## config.mk

```make
export PLATFORM = sky130hd
export DESIGN_NAME = gpt_timer
export DESIGN_NICKNAME = d
export VERILOG_FILES = /design/src/core/gpt_pkg.sv /design/src/core/gpt_timer.sv /design/src/core/gpt_channel.sv
export VERILOG_INCLUDE_DIRS = /design/src /design/src/core
export SDC_FILE = /design/constraint.sdc
export NUM_CORES = 1
export LEC_CHECK = 0
export ABC_AREA = 1
export BUFFER_PORTS_ARGS = -buffer_cell sky130_fd_sc_hd__buf_2
export CORE_MARGIN = 2
export CORE_UTILIZATION = 45
export DETAILED_ROUTE_END_ITERATION = 12
export PLACE_DENSITY = 0.74
export SETUP_SLACK_MARGIN = 0.2
export SLEW_MARGIN = 20
export SYNTH_ARGS = -nofsm -noshare
export SYNTH_HDL_FRONTEND = slang
export SYNTH_SLANG_ARGS = --single-unit
```

## constraint.sdc

```tcl
create_clock -name core_clk -period 6.72 [get_ports core_clk]
set_input_delay 0.672 -clock core_clk [delete_from_list [all_inputs] [get_ports core_clk]]
set_output_delay 0.672 -clock core_clk [all_outputs]
set_load 0.02 [all_outputs]
```

## src/core/gpt_map.svh

```systemverilog
// Purpose: constants of the general-purpose timer (widths, reset values, pin vector layout)
// Assumes: included by bare name from the timer design files
// Notes:   definitions only
`ifndef GPT_MAP_SVH
`define GPT_MAP_SVH

// prescaler width: factor is value plus one, 1 to 65536
`define GPT_PSC_W        16
`define GPT_PSC_RST      16'h0000
// number of hall-effect sensor inputs
`define GPT_HALL_W       3
// position of the fixed pins inside the synchroniser vector
`define GPT_PIN_LSCK     0
`define GPT_PIN_ENC_A    1
`define GPT_PIN_ENC_B    2
`define GPT_PIN_HALL     3
`define GPT_PIN_CH       6
// direction and run state after reset
`define GPT_DIR_RST      1'b0
`define GPT_RUN_RST      1'b0

`endif

```

## src/core/gpt_pkg.sv

```systemverilog
// Purpose: types shared by the timer and its channel slices
// Assumes: nothing
// Notes:   all state codes are one-hot
package gpt_pkg;

    typedef enum logic [2:0] {
        GPT_CNT_UP     = 3'b001,
        GPT_CNT_DOWN   = 3'b010,
        GPT_CNT_CENTER = 3'b100
    } gpt_cnt_mode_e;

    typedef enum logic [3:0] {
        GPT_SRC_CORE = 4'b0001,
        GPT_SRC_LSCK = 4'b0010,
        GPT_SRC_TRIG = 4'b0100,
        GPT_SRC_ENC  = 4'b1000
    } gpt_src_e;

    typedef enum logic [2:0] {
        GPT_TRG_NONE  = 3'b001,
        GPT_TRG_START = 3'b010,
        GPT_TRG_RESET = 3'b100
    } gpt_trg_e;

    typedef enum logic [2:0] {
        GPT_CH_CAPTURE = 3'b001,
        GPT_CH_COMPARE = 3'b010,
        GPT_CH_PWM     = 3'b100
    } gpt_ch_mode_e;

endpackage : gpt_pkg

```

## src/core/gpt_timer.sv

```systemverilog
// Purpose: general-purpose timer with prescaler, reload counter and capture/compare channels
// Assumes: configuration ports come from logic on core_clk; pins are asynchronous
// Notes:   widths and channel count select the full, wide or reduced variant
`include "gpt_map.svh"

module gpt_timer #(
    parameter int CNT_W     = 16,
    parameter int NUM_CH    = 4,
    parameter bit UPDOWN_EN = 1'b1
) (
    // clock and reset
    input  wire logic                   core_clk,
    input  wire logic                   resetn,
    // counter control
    input  wire logic                   start,
    input  wire logic                   stop,
    input  wire logic                   one_pulse,
    input  wire gpt_pkg::gpt_cnt_mode_e cnt_mode,
    input  wire gpt_pkg::gpt_src_e      src_sel,
    input  wire logic [15:0]            psc_val,
    input  wire logic [CNT_W-1:0]       reload_val,
    // debug
    input  wire logic                   dbg_halt,
    input  wire logic                   dbg_freeze_en,
    // inter-timer link
    input  wire logic                   trig_in,
    input  wire gpt_pkg::gpt_trg_e      trig_mode,
    output logic                        trig_out,
    // pins
    input  wire logic                   low_speed_crystal_clock,
    input  wire logic                   enc_a,
    input  wire logic                   enc_b,
    input  wire logic [2:0]             hall_in,
    input  wire logic                   hall_en,
    input  wire logic [NUM_CH-1:0]      ch_in,
    // channels
    input  wire gpt_pkg::gpt_ch_mode_e  ch_mode [NUM_CH],
    input  wire logic [CNT_W-1:0]       ch_cmp  [NUM_CH],
    output logic [NUM_CH-1:0]           ch_out,
    output logic [CNT_W-1:0]            ch_cap  [NUM_CH],
    // flags and dma
    input  wire logic                   upd_flag_clr,
    input  wire logic [NUM_CH-1:0]      cc_flag_clr,
    input  wire logic                   dma_upd_en,
    input  wire logic [NUM_CH-1:0]      dma_cc_en,
    output logic                        upd_flag,
    output logic [NUM_CH-1:0]           cc_flag,
    output logic                        dma_upd_req,
    output logic [NUM_CH-1:0]           dma_cc_req,
    output logic [CNT_W-1:0]            cnt_val,
    output logic                        running
);
    import gpt_pkg::*;

    localparam int SYN_W = `GPT_PIN_CH + NUM_CH;

    if (!(CNT_W == 16 || CNT_W == 32)) begin : g_bad_w
        $error("CNT_W must be 16 or 32");
    end
    if (NUM_CH < 1 || NUM_CH > 4) begin : g_bad_ch
        $error("NUM_CH must be 1 to 4");
    end

    logic [SYN_W-1:0]     sync_s1_reg;
    logic [SYN_W-1:0]     sync_s2_reg;
    logic [SYN_W-1:0]     pin_prev_reg;
    logic [`GPT_PSC_W-1:0] psc_cnt_reg;
    logic [CNT_W-1:0]     cnt_reg;
    logic [CNT_W-1:0]     cnt_next;
    logic                 dir_down_reg;
    logic                 dir_next;
    logic                 run_reg;
    logic                 trig_prev_reg;
    logic                 trig_out_reg;
    logic                 upd_flag_reg;
    logic                 dma_upd_reg;
    logic [NUM_CH-1:0]    cc_flag_reg;
    logic [NUM_CH-1:0]    dma_cc_reg;
    logic [NUM_CH-1:0]    cap_evt;
    logic [NUM_CH-1:0]    cc_evt;
    logic                 trig_rise;
    logic                 frozen;
    logic                 src_tick;
    logic                 psc_hit;
    logic                 cnt_tick;
    logic                 upd_evt;
    logic                 enc_step;
    logic                 enc_down;
    logic                 hall_chg;
    logic                 want_down;

    // all pins but hall_en pass two flip-flops; logic reads sync_s2_reg and its delayed copy pin_prev_reg
    always_ff @(posedge core_clk or negedge resetn) begin
        if (!resetn) begin
            sync_s1_reg  <= '0;
            sync_s2_reg  <= '0;
            pin_prev_reg <= '0;
        end else begin
            sync_s1_reg  <= {ch_in, hall_in, enc_b, enc_a, low_speed_crystal_clock};
            sync_s2_reg  <= sync_s1_reg;
            pin_prev_reg <= sync_s2_reg;
        end
    end

    assign trig_rise = trig_in && !trig_prev_reg;
    assign frozen    = dbg_freeze_en && dbg_halt;
    assign enc_step  = (sync_s2_reg[`GPT_PIN_ENC_A] ^ pin_prev_reg[`GPT_PIN_ENC_A])
                     | (sync_s2_reg[`GPT_PIN_ENC_B] ^ pin_prev_reg[`GPT_PIN_ENC_B]);
    assign enc_down  = pin_prev_reg[`GPT_PIN_ENC_A] ^ sync_s2_reg[`GPT_PIN_ENC_B];
    assign hall_chg  = |(sync_s2_reg[`GPT_PIN_HALL +: `GPT_HALL_W]
                       ^ pin_prev_reg[`GPT_PIN_HALL +: `GPT_HALL_W]);

    always_comb begin
        unique case (src_sel)
            GPT_SRC_CORE: src_tick = 1'b1;
            GPT_SRC_LSCK: src_tick = sync_s2_reg[`GPT_PIN_LSCK]
                                   && !pin_prev_reg[`GPT_PIN_LSCK];
            GPT_SRC_TRIG: src_tick = trig_rise;
            GPT_SRC_ENC:  src_tick = enc_step;
            default:      src_tick = 1'b0;
        endcase
    end

    assign psc_hit  = psc_cnt_reg == psc_val;
    assign cnt_tick = run_reg && !frozen && src_tick && psc_hit;

    always_ff @(posedge core_clk or negedge resetn) begin
        if (!resetn) begin
            psc_cnt_reg <= `GPT_PSC_RST;
        end else if (trig_mode == GPT_TRG_RESET && trig_rise) begin
            psc_cnt_reg <= `GPT_PSC_RST;
        end else if (run_reg && !frozen && src_tick) begin
            psc_cnt_reg <= psc_hit ? `GPT_PSC_RST : psc_cnt_reg + 16'h0001;
        end
    end

    always_comb begin
        want_down = UPDOWN_EN && ((src_sel == GPT_SRC_ENC) ? enc_down
                                                           : (cnt_mode == GPT_CNT_DOWN));
        cnt_next  = cnt_reg;
        dir_next  = dir_down_reg;
        upd_evt   = 1'b0;
        if (trig_mode == GPT_TRG_RESET && trig_rise) begin
            cnt_next = '0;
            dir_next = 1'b0;
        end else if (cnt_tick) begin
            if (UPDOWN_EN && cnt_mode == GPT_CNT_CENTER && src_sel != GPT_SRC_ENC) begin
                if (!dir_down_reg && cnt_reg >= reload_val) begin
                    cnt_next = reload_val - CNT_W'(1);
                    dir_next = 1'b1;
                    upd_evt  = 1'b1;
                end else if (dir_down_reg && cnt_reg == '0) begin
                    cnt_next = CNT_W'(1);
                    dir_next = 1'b0;
                    upd_evt  = 1'b1;
                end else begin
                    cnt_next = dir_down_reg ? cnt_reg - CNT_W'(1) : cnt_reg + CNT_W'(1);
                end
            end else if (want_down) begin
                dir_next = 1'b1;
                upd_evt  = cnt_reg == '0;
                cnt_next = upd_evt ? reload_val : cnt_reg - CNT_W'(1);
            end else begin
                dir_next = 1'b0;
                upd_evt  = cnt_reg >= reload_val;
                cnt_next = upd_evt ? '0 : cnt_reg + CNT_W'(1);
            end
        end
    end

    always_ff @(posedge core_clk or negedge resetn) begin
        if (!resetn) begin
            cnt_reg      <= '0;
            dir_down_reg <= `GPT_DIR_RST;
        end else begin
            cnt_reg      <= cnt_next;
            dir_down_reg <= dir_next;
        end
    end

    // run control: a stop or finished single pulse wins over a start
    always_ff @(posedge core_clk or negedge resetn) begin
        if (!resetn) begin
            run_reg <= `GPT_RUN_RST;
        end else if (stop || (one_pulse && upd_evt)) begin
            run_reg <= 1'b0;
        end else if (start || (trig_mode == GPT_TRG_START && trig_rise)) begin
            run_reg <= 1'b1;
        end
    end

    always_ff @(posedge core_clk or negedge resetn) begin
        if (!resetn) begin
            trig_prev_reg <= 1'b0;
            trig_out_reg  <= 1'b0;
            dma_upd_reg   <= 1'b0;
            dma_cc_reg    <= '0;
        end else begin
            trig_prev_reg <= trig_in;
            trig_out_reg  <= upd_evt;
            dma_upd_reg   <= upd_evt && dma_upd_en;
            dma_cc_reg    <= cc_evt & dma_cc_en;
        end
    end

    // sticky flags: a new event wins over a clear in the same cycle
    always_ff @(posedge core_clk or negedge resetn) begin
        if (!resetn) begin
            upd_flag_reg <= 1'b0;
            cc_flag_reg  <= '0;
        end else begin
            upd_flag_reg <= upd_evt || (upd_flag_reg && !upd_flag_clr);
            cc_flag_reg  <= cc_evt | (cc_flag_reg & ~cc_flag_clr);
        end
    end

    for (genvar i = 0; i < NUM_CH; i++) begin : g_ch
        if (i == 0) begin : g_cap0
            assign cap_evt[i] = hall_en ? hall_chg
                              : sync_s2_reg[`GPT_PIN_CH] && !pin_prev_reg[`GPT_PIN_CH];
        end else begin : g_capn
            assign cap_evt[i] = sync_s2_reg[`GPT_PIN_CH + i] && !pin_prev_reg[`GPT_PIN_CH + i];
        end
        gpt_channel #(
            .CNT_W (CNT_W)
        ) u_ch (
            .core_clk (core_clk),
            .resetn   (resetn),
            .mode     (ch_mode[i]),
            .cmp_val  (ch_cmp[i]),
            .cnt      (cnt_reg),
            .cnt_next (cnt_next),
            .cnt_tick (cnt_tick),
            .cap_evt  (cap_evt[i]),
            .ch_out   (ch_out[i]),
            .cap_val  (ch_cap[i]),
            .cc_evt   (cc_evt[i])
        );
    end

    assign trig_out    = trig_out_reg;
    assign upd_flag    = upd_flag_reg;
    assign cc_flag     = cc_flag_reg;
    assign dma_upd_req = dma_upd_reg;
    assign dma_cc_req  = dma_cc_reg;
    assign cnt_val     = cnt_reg;
    assign running     = run_reg;

    property p_up_wrap;
        @(posedge core_clk) disable iff (!resetn)
        cnt_tick && !want_down && cnt_mode != GPT_CNT_CENTER && cnt_reg == reload_val
        && !(trig_mode == GPT_TRG_RESET && trig_rise) |=> cnt_val == '0 ##0 upd_flag;
    endproperty
    a_up_wrap: assert property (p_up_wrap) else $error("up wrap failed");

    property p_down_wrap;
        @(posedge core_clk) disable iff (!resetn)
        cnt_tick && want_down && cnt_mode != GPT_CNT_CENTER && cnt_reg == '0
        && !(trig_mode == GPT_TRG_RESET && trig_rise) |=> cnt_val == $past(reload_val);
    endproperty
    a_down_wrap: assert property (p_down_wrap) else $error("down reload failed");

    property p_freeze;
        @(posedge core_clk) disable iff (!resetn)
        frozen && !(trig_mode == GPT_TRG_RESET && trig_rise) |=> $stable(cnt_val);
    endproperty
    a_freeze: assert property (p_freeze) else $error("counter moved while frozen");

    property p_psc_step;
        @(posedge core_clk) disable iff (!resetn)
        run_reg && !frozen && src_tick && !psc_hit && trig_mode != GPT_TRG_RESET
        |=> psc_cnt_reg == $past(psc_cnt_reg) + 16'h0001 ##0 $stable(cnt_val);
    endproperty
    a_psc_step: assert property (p_psc_step) else $error("prescaler step wrong");

    property p_one_pulse;
        @(posedge core_clk) disable iff (!resetn)
        one_pulse && upd_evt |=> !running ##1 !running || $past(start) || $past(trig_rise);
    endproperty
    a_one_pulse: assert property (p_one_pulse) else $error("one pulse kept running");

    property p_dma_upd;
        @(posedge core_clk) disable iff (!resetn)
        upd_evt |=> dma_upd_req == $past(dma_upd_en) ##0 trig_out
                    ##1 !trig_out || $past(upd_evt);
    endproperty
    a_dma_upd: assert property (p_dma_upd) else $error("update dma or trigger wrong");

    property p_flag_set_wins;
        @(posedge core_clk) disable iff (!resetn)
        upd_evt && upd_flag_clr |=> upd_flag;
    endproperty
    a_flag_set_wins: assert property (p_flag_set_wins) else $error("update event lost");

    property p_up_only;
        @(posedge core_clk) disable iff (!resetn)
        !UPDOWN_EN && cnt_tick && cnt_reg < reload_val
        && !(trig_mode == GPT_TRG_RESET && trig_rise)
        |=> cnt_val == $past(cnt_reg) + CNT_W'(1);
    endproperty
    a_up_only: assert property (p_up_only) else $error("up-only counter misstepped");

    c_update:   cover property (@(posedge core_clk) disable iff (!resetn) upd_evt);
    c_center:   cover property (@(posedge core_clk) disable iff (!resetn)
        cnt_mode == GPT_CNT_CENTER && upd_evt && dir_down_reg);
    c_encoder:  cover property (@(posedge core_clk) disable iff (!resetn)
        src_sel == GPT_SRC_ENC && cnt_tick && want_down);
    c_freeze:   cover property (@(posedge core_clk) disable iff (!resetn) frozen && src_tick);

endmodule : gpt_timer

```

## src/core/gpt_channel.sv

```systemverilog
// Purpose: one capture/compare/PWM channel slice of the timer
// Assumes: cap_evt is a one-cycle pulse on core_clk, counter values on the same clock
// Notes:   output and captured value come from flip-flops
module gpt_channel #(
    parameter int CNT_W = 16
) (
    // clock and reset
    input  wire logic                  core_clk,
    input  wire logic                  resetn,
    // configuration
    input  wire gpt_pkg::gpt_ch_mode_e mode,
    input  wire logic [CNT_W-1:0]      cmp_val,
    // counter view
    input  wire logic [CNT_W-1:0]      cnt,
    input  wire logic [CNT_W-1:0]      cnt_next,
    input  wire logic                  cnt_tick,
    input  wire logic                  cap_evt,
    // results
    output logic                       ch_out,
    output logic [CNT_W-1:0]           cap_val,
    output logic                       cc_evt
);
    import gpt_pkg::*;

    logic             out_reg;
    logic [CNT_W-1:0] cap_reg;

    always_comb begin
        unique case (mode)
            GPT_CH_CAPTURE: cc_evt = cap_evt;
            default:        cc_evt = cnt_tick && (cnt_next == cmp_val);
        endcase
    end

    always_ff @(posedge core_clk or negedge resetn) begin
        if (!resetn) begin
            out_reg <= 1'b0;
        end else begin
            unique case (mode)
                GPT_CH_CAPTURE: out_reg <= 1'b0;
                GPT_CH_COMPARE: out_reg <= cc_evt ? ~out_reg : out_reg;
                default:        out_reg <= (cnt < cmp_val);
            endcase
        end
    end

    always_ff @(posedge core_clk or negedge resetn) begin
        if (!resetn) begin
            cap_reg <= '0;
        end else if (mode == GPT_CH_CAPTURE && cap_evt) begin
            cap_reg <= cnt;
        end
    end

    assign ch_out  = out_reg;
    assign cap_val = cap_reg;

    property p_pwm_level;
        @(posedge core_clk) disable iff (!resetn)
        mode == GPT_CH_PWM |=> ch_out == ($past(cnt) < $past(cmp_val));
    endproperty
    a_pwm_level: assert property (p_pwm_level) else $error("pwm level wrong");

    property p_capture;
        @(posedge core_clk) disable iff (!resetn)
        mode == GPT_CH_CAPTURE && cap_evt |=> cap_val == $past(cnt);
    endproperty
    a_capture: assert property (p_capture) else $error("capture value lost");

    c_compare_toggle: cover property (@(posedge core_clk) disable iff (!resetn)
        mode == GPT_CH_COMPARE && cc_evt);

endmodule : gpt_channel

```

==> results.json <==
{
  "status": "finished, final reports clean",
  "r2r.worst_path.cells": 22,
  "syn_inst": 1580,
  "clock-skew-final_ns": 0.0128,
  "slowest_delay_ns": 0.82,
  "max_clock_freq_ghz": 0.225,
  "ios": 243,
  "synth-edff-count": 0,
  "grt_antenna_before_repair": 0,
  "use_met3_pct": 5.40,
  "final_util_pct": 54.2,
  "path_common_cell": "nand2_1",
  "met2_usage_pct": 48.1,
  "setup_viol": 0,
  "grt_max_degree": 87,
  "cts_sinks": 144,
  "multi_input_area_um2": 6440,
  "synth_area_um2": 11100,
  "htree_levels": 4,
  "regArea_um2": 3600,
  "final_common_cell": "nand2_1",
  "netlist-cell-type-count": 53,
  "dp_hpwl_mm": 30.0,
  "async_reset_ff_share_pct": 100,
  "drv.max_cap_violation_count": 0,
  "worstMarginPinSlew_ns": 1.01,
  "cp-start-kind": "flop",
  "largest_reg_flops": 64,
  "crit_required_ns": 7.08,
  "rr_endpoint": "dma_cc_req[1]$_DFF_PN0_",
  "antenna_left": 0,
  "end_kind": "flop",
  "layout-drive-gt1-share_pct": 21.2,
  "peakVddDrop_v": 0.000159,
  "path_class": "flop to flop",
  "finalSetupTns_ns": 0,
  "cts.path.max_buffers": 2,
  "use_met1_pct": 40.5,
  "post-route-min-period_ns": 4.44,
  "hold_viol_final": 0,
  "critPathMaxFanout": 20,
  "syn2layout_area_growth_pct": 18.5,
  "dp.cells": 2112,
  "drc": 0,
  "wl_mm": 39.2,
  "r2r_start": "cnt_val[9]$_DFF_PN0_",
  "powerDensity_nw_per_um2": 265,
  "cts_hold_buffers": 0,
  "via_per_inst": 5.45,
  "final_cell_mix": "nand2_1 (405), buf_2 (241), inv_1 (195), nand3_1 (145), dfrtp_1 (144)",
  "clkLatencyLatePin_ns": 0.43,
  "yosys_register_bits": 144,
  "worstPathArrival_ns": 4.80,
  "initial_core_util_pct": 45.7,
  "grt_pass1_vias": 11088,
  "timing.final.crit_share_pct": 66.0,
  "postCtsSetupBuffers": 0,
  "vias": 11703,
  "grt_first_pass_wirelength_mm": 60.3,
  "cts-root-buf": "clkbuf_16",
  "r2r_slack_ns": 2.28,
  "grtUsageTotal_pct": 30.1,
  "die_area_um2": 25900,
  "crit_path_cell_trace": "ha_1 > nand2_1 > nand2_1 > nand2_1 > a21oi_1 > nor2_2 > nand2_2 > nand2_1 > nand2_1 > nand3_1 > nand2_1 > nand2_1 > nand2_2 > nand2_1 > nand2_1 > inv_1 > nand3_1 > nor2_1 > nand3_1 > nand2_1 > inv_1 > nor2_2",
  "synth_nets": 1808,
  "ys_seq_area_share_pct": 32.5,
  "drtIter0Drc": 1231,
  "leakagePower_nw": 7.13,
  "cts_tree": "done",
  "final_cells": 2147,
  "rsz0062_at_grt": "no",
  "hold_class": "input port to async pin",
  "slew_violations": 0,
  "syn_area_per_cell_um2": 7.02,
  "postCtsResizedCells": 0,
  "synth_top_flop_cell": "dfrtp_1",
  "rows": 57,
  "crit_slowest_cell": "dfrtp_1",
  "core-area_um2": 24200,
  "routabilityCongestion": 1.01,
  "final_nets": 2037,
  "relSlewSlack_pct": 32.5,
  "ys_warn_count": 0,
  "port_buffers": 242,
  "wl_per_cell_um": 18.3,
  "fillers": 2406,
  "clk_pin_slew_worst_paths_ns": 0.06,
  "gr-total-overflow": 0,
  "busiest_layer": "met2",
  "first_pass_iters": 5,
  "cts_buffers": 17,
  "die_w_um": 161,
  "die_y_um": 161
}
==> where the power goes <==
group | total (mW) | internal [mW] | switching, mW
registers | 1.16 | 1.01 | 0.155
clock network | 0.977 | 0.571 | 0.406
logic | 1.35 | 0.443 | 0.903
total | 3.48 | 2.02 | 1.47
==> worst max-delay path: cells and delay by family, from the launching register on <==
family / cells / cell delay, ns
AND/OR/NAND/NOR: 18 / 2.97
flip-flops: 1 / 0.82
buffers and inverters: 2 / 0.12
AO/OA/AOI/OAI: 1 / 0.07
adder cells (fa/ha/maj): 1 / 0.38
==> worst max path at each step <==
stage / startpoint / end / slack (ns)
6_report: cnt_val[9]$_DFF_PN0_ / dma_cc_req[1]$_DFF_PN0_ / 2.28
5_1_grt: cnt_val[9]$_DFF_PN0_ / dma_cc_req[1]$_DFF_PN0_ / 2.02
4_1_cts: cnt_val[9]$_DFF_PN0_ / dma_cc_req[1]$_DFF_PN0_ / 2.46
3_5_place_dp: reload_val[13] / dma_cc_req[1]$_DFF_PN0_ / 2.42
3_3_place_gp: reload_val[13] / cc_flag[1]$_DFF_PN0_ / 2.47
2_1_floorplan: reload_val[7] / dma_cc_req[2]$_DFF_PN0_ / 3.88
==> cell families after synthesis <==
kind of cell    count (synthesis)  synth area share (%)
simple gates                  825                  33.4
buf+inv                       255                  9.45
fa+ha+maj                      81                  9.14
flops                         144                  32.5
compound gates                230                  11.9
xor+xnor                       45                  3.55
==> per-layer routing <==
metal | part of all wire [%] | up-vias | wire, µm
li1 | - | 5605 | -
met1 | 43 | 5387 | 16900
met2 | 45 | 607 | 17500
met3 | 8.4 | 104 | 3300
met4 | 3.9 | 0 | 1530
met5 | 0 | - | 0
==> cell type report <==
class	count	area share (%)
Sequential cell	144	27.4
Clock buffer	22	3.53
Multi-Input combinational cell	1181	49.0
Inverter	214	6.11
Clock inverter	10	0.962
Timing Repair Buffer	251	9.84
Antenna cell	1	0.0190
Tap cell	324	3.09
==> through the flow <==
step | hold WS (ns) | setup WS (ns) | instance area (µm²) | power, mW
6_report | 0.328 | 2.28 | 13100 | 3.48
3_5_place_dp | 0.337 | 2.42 | 12500 | 2.49
5_1_grt | 0.335 | 2.02 | 13100 | 3.69
3_3_place_gp | 0.332 | 2.47 | 12500 | 2.46
4_1_cts | 0.329 | 2.46 | 13100 | 3.47
2_1_floorplan | 0.331 | 3.88 | 11100 | 2.02
==> Yosys cell counts, drive strengths merged (2+ instances only) <==
library cell  count  area [µm²]
nand4            28         175
dfrtp           144        3600
buf              21         169
a21oi            95         513
xnor2             7        61.3
a2111oi           2        17.5
clkinv            4        15.0
and2              4        32.5
nor2            160         693
o31ai             4        30.0
ha               81        1010
o221ai            3        26.3
nand3           156         843
nand2           439        1740
a211oi            5        37.5
nor3             27         146
clkbuf           20        75.1
o211ai            9        77.6
o21ai            98         505
a21o              2        15.0
a21boi            2        15.0
or2               4        25.0
inv             210         788
xor2             38         333
nand3b            6        45.0
Note: power is estimated with default switching activity, not from simulation.
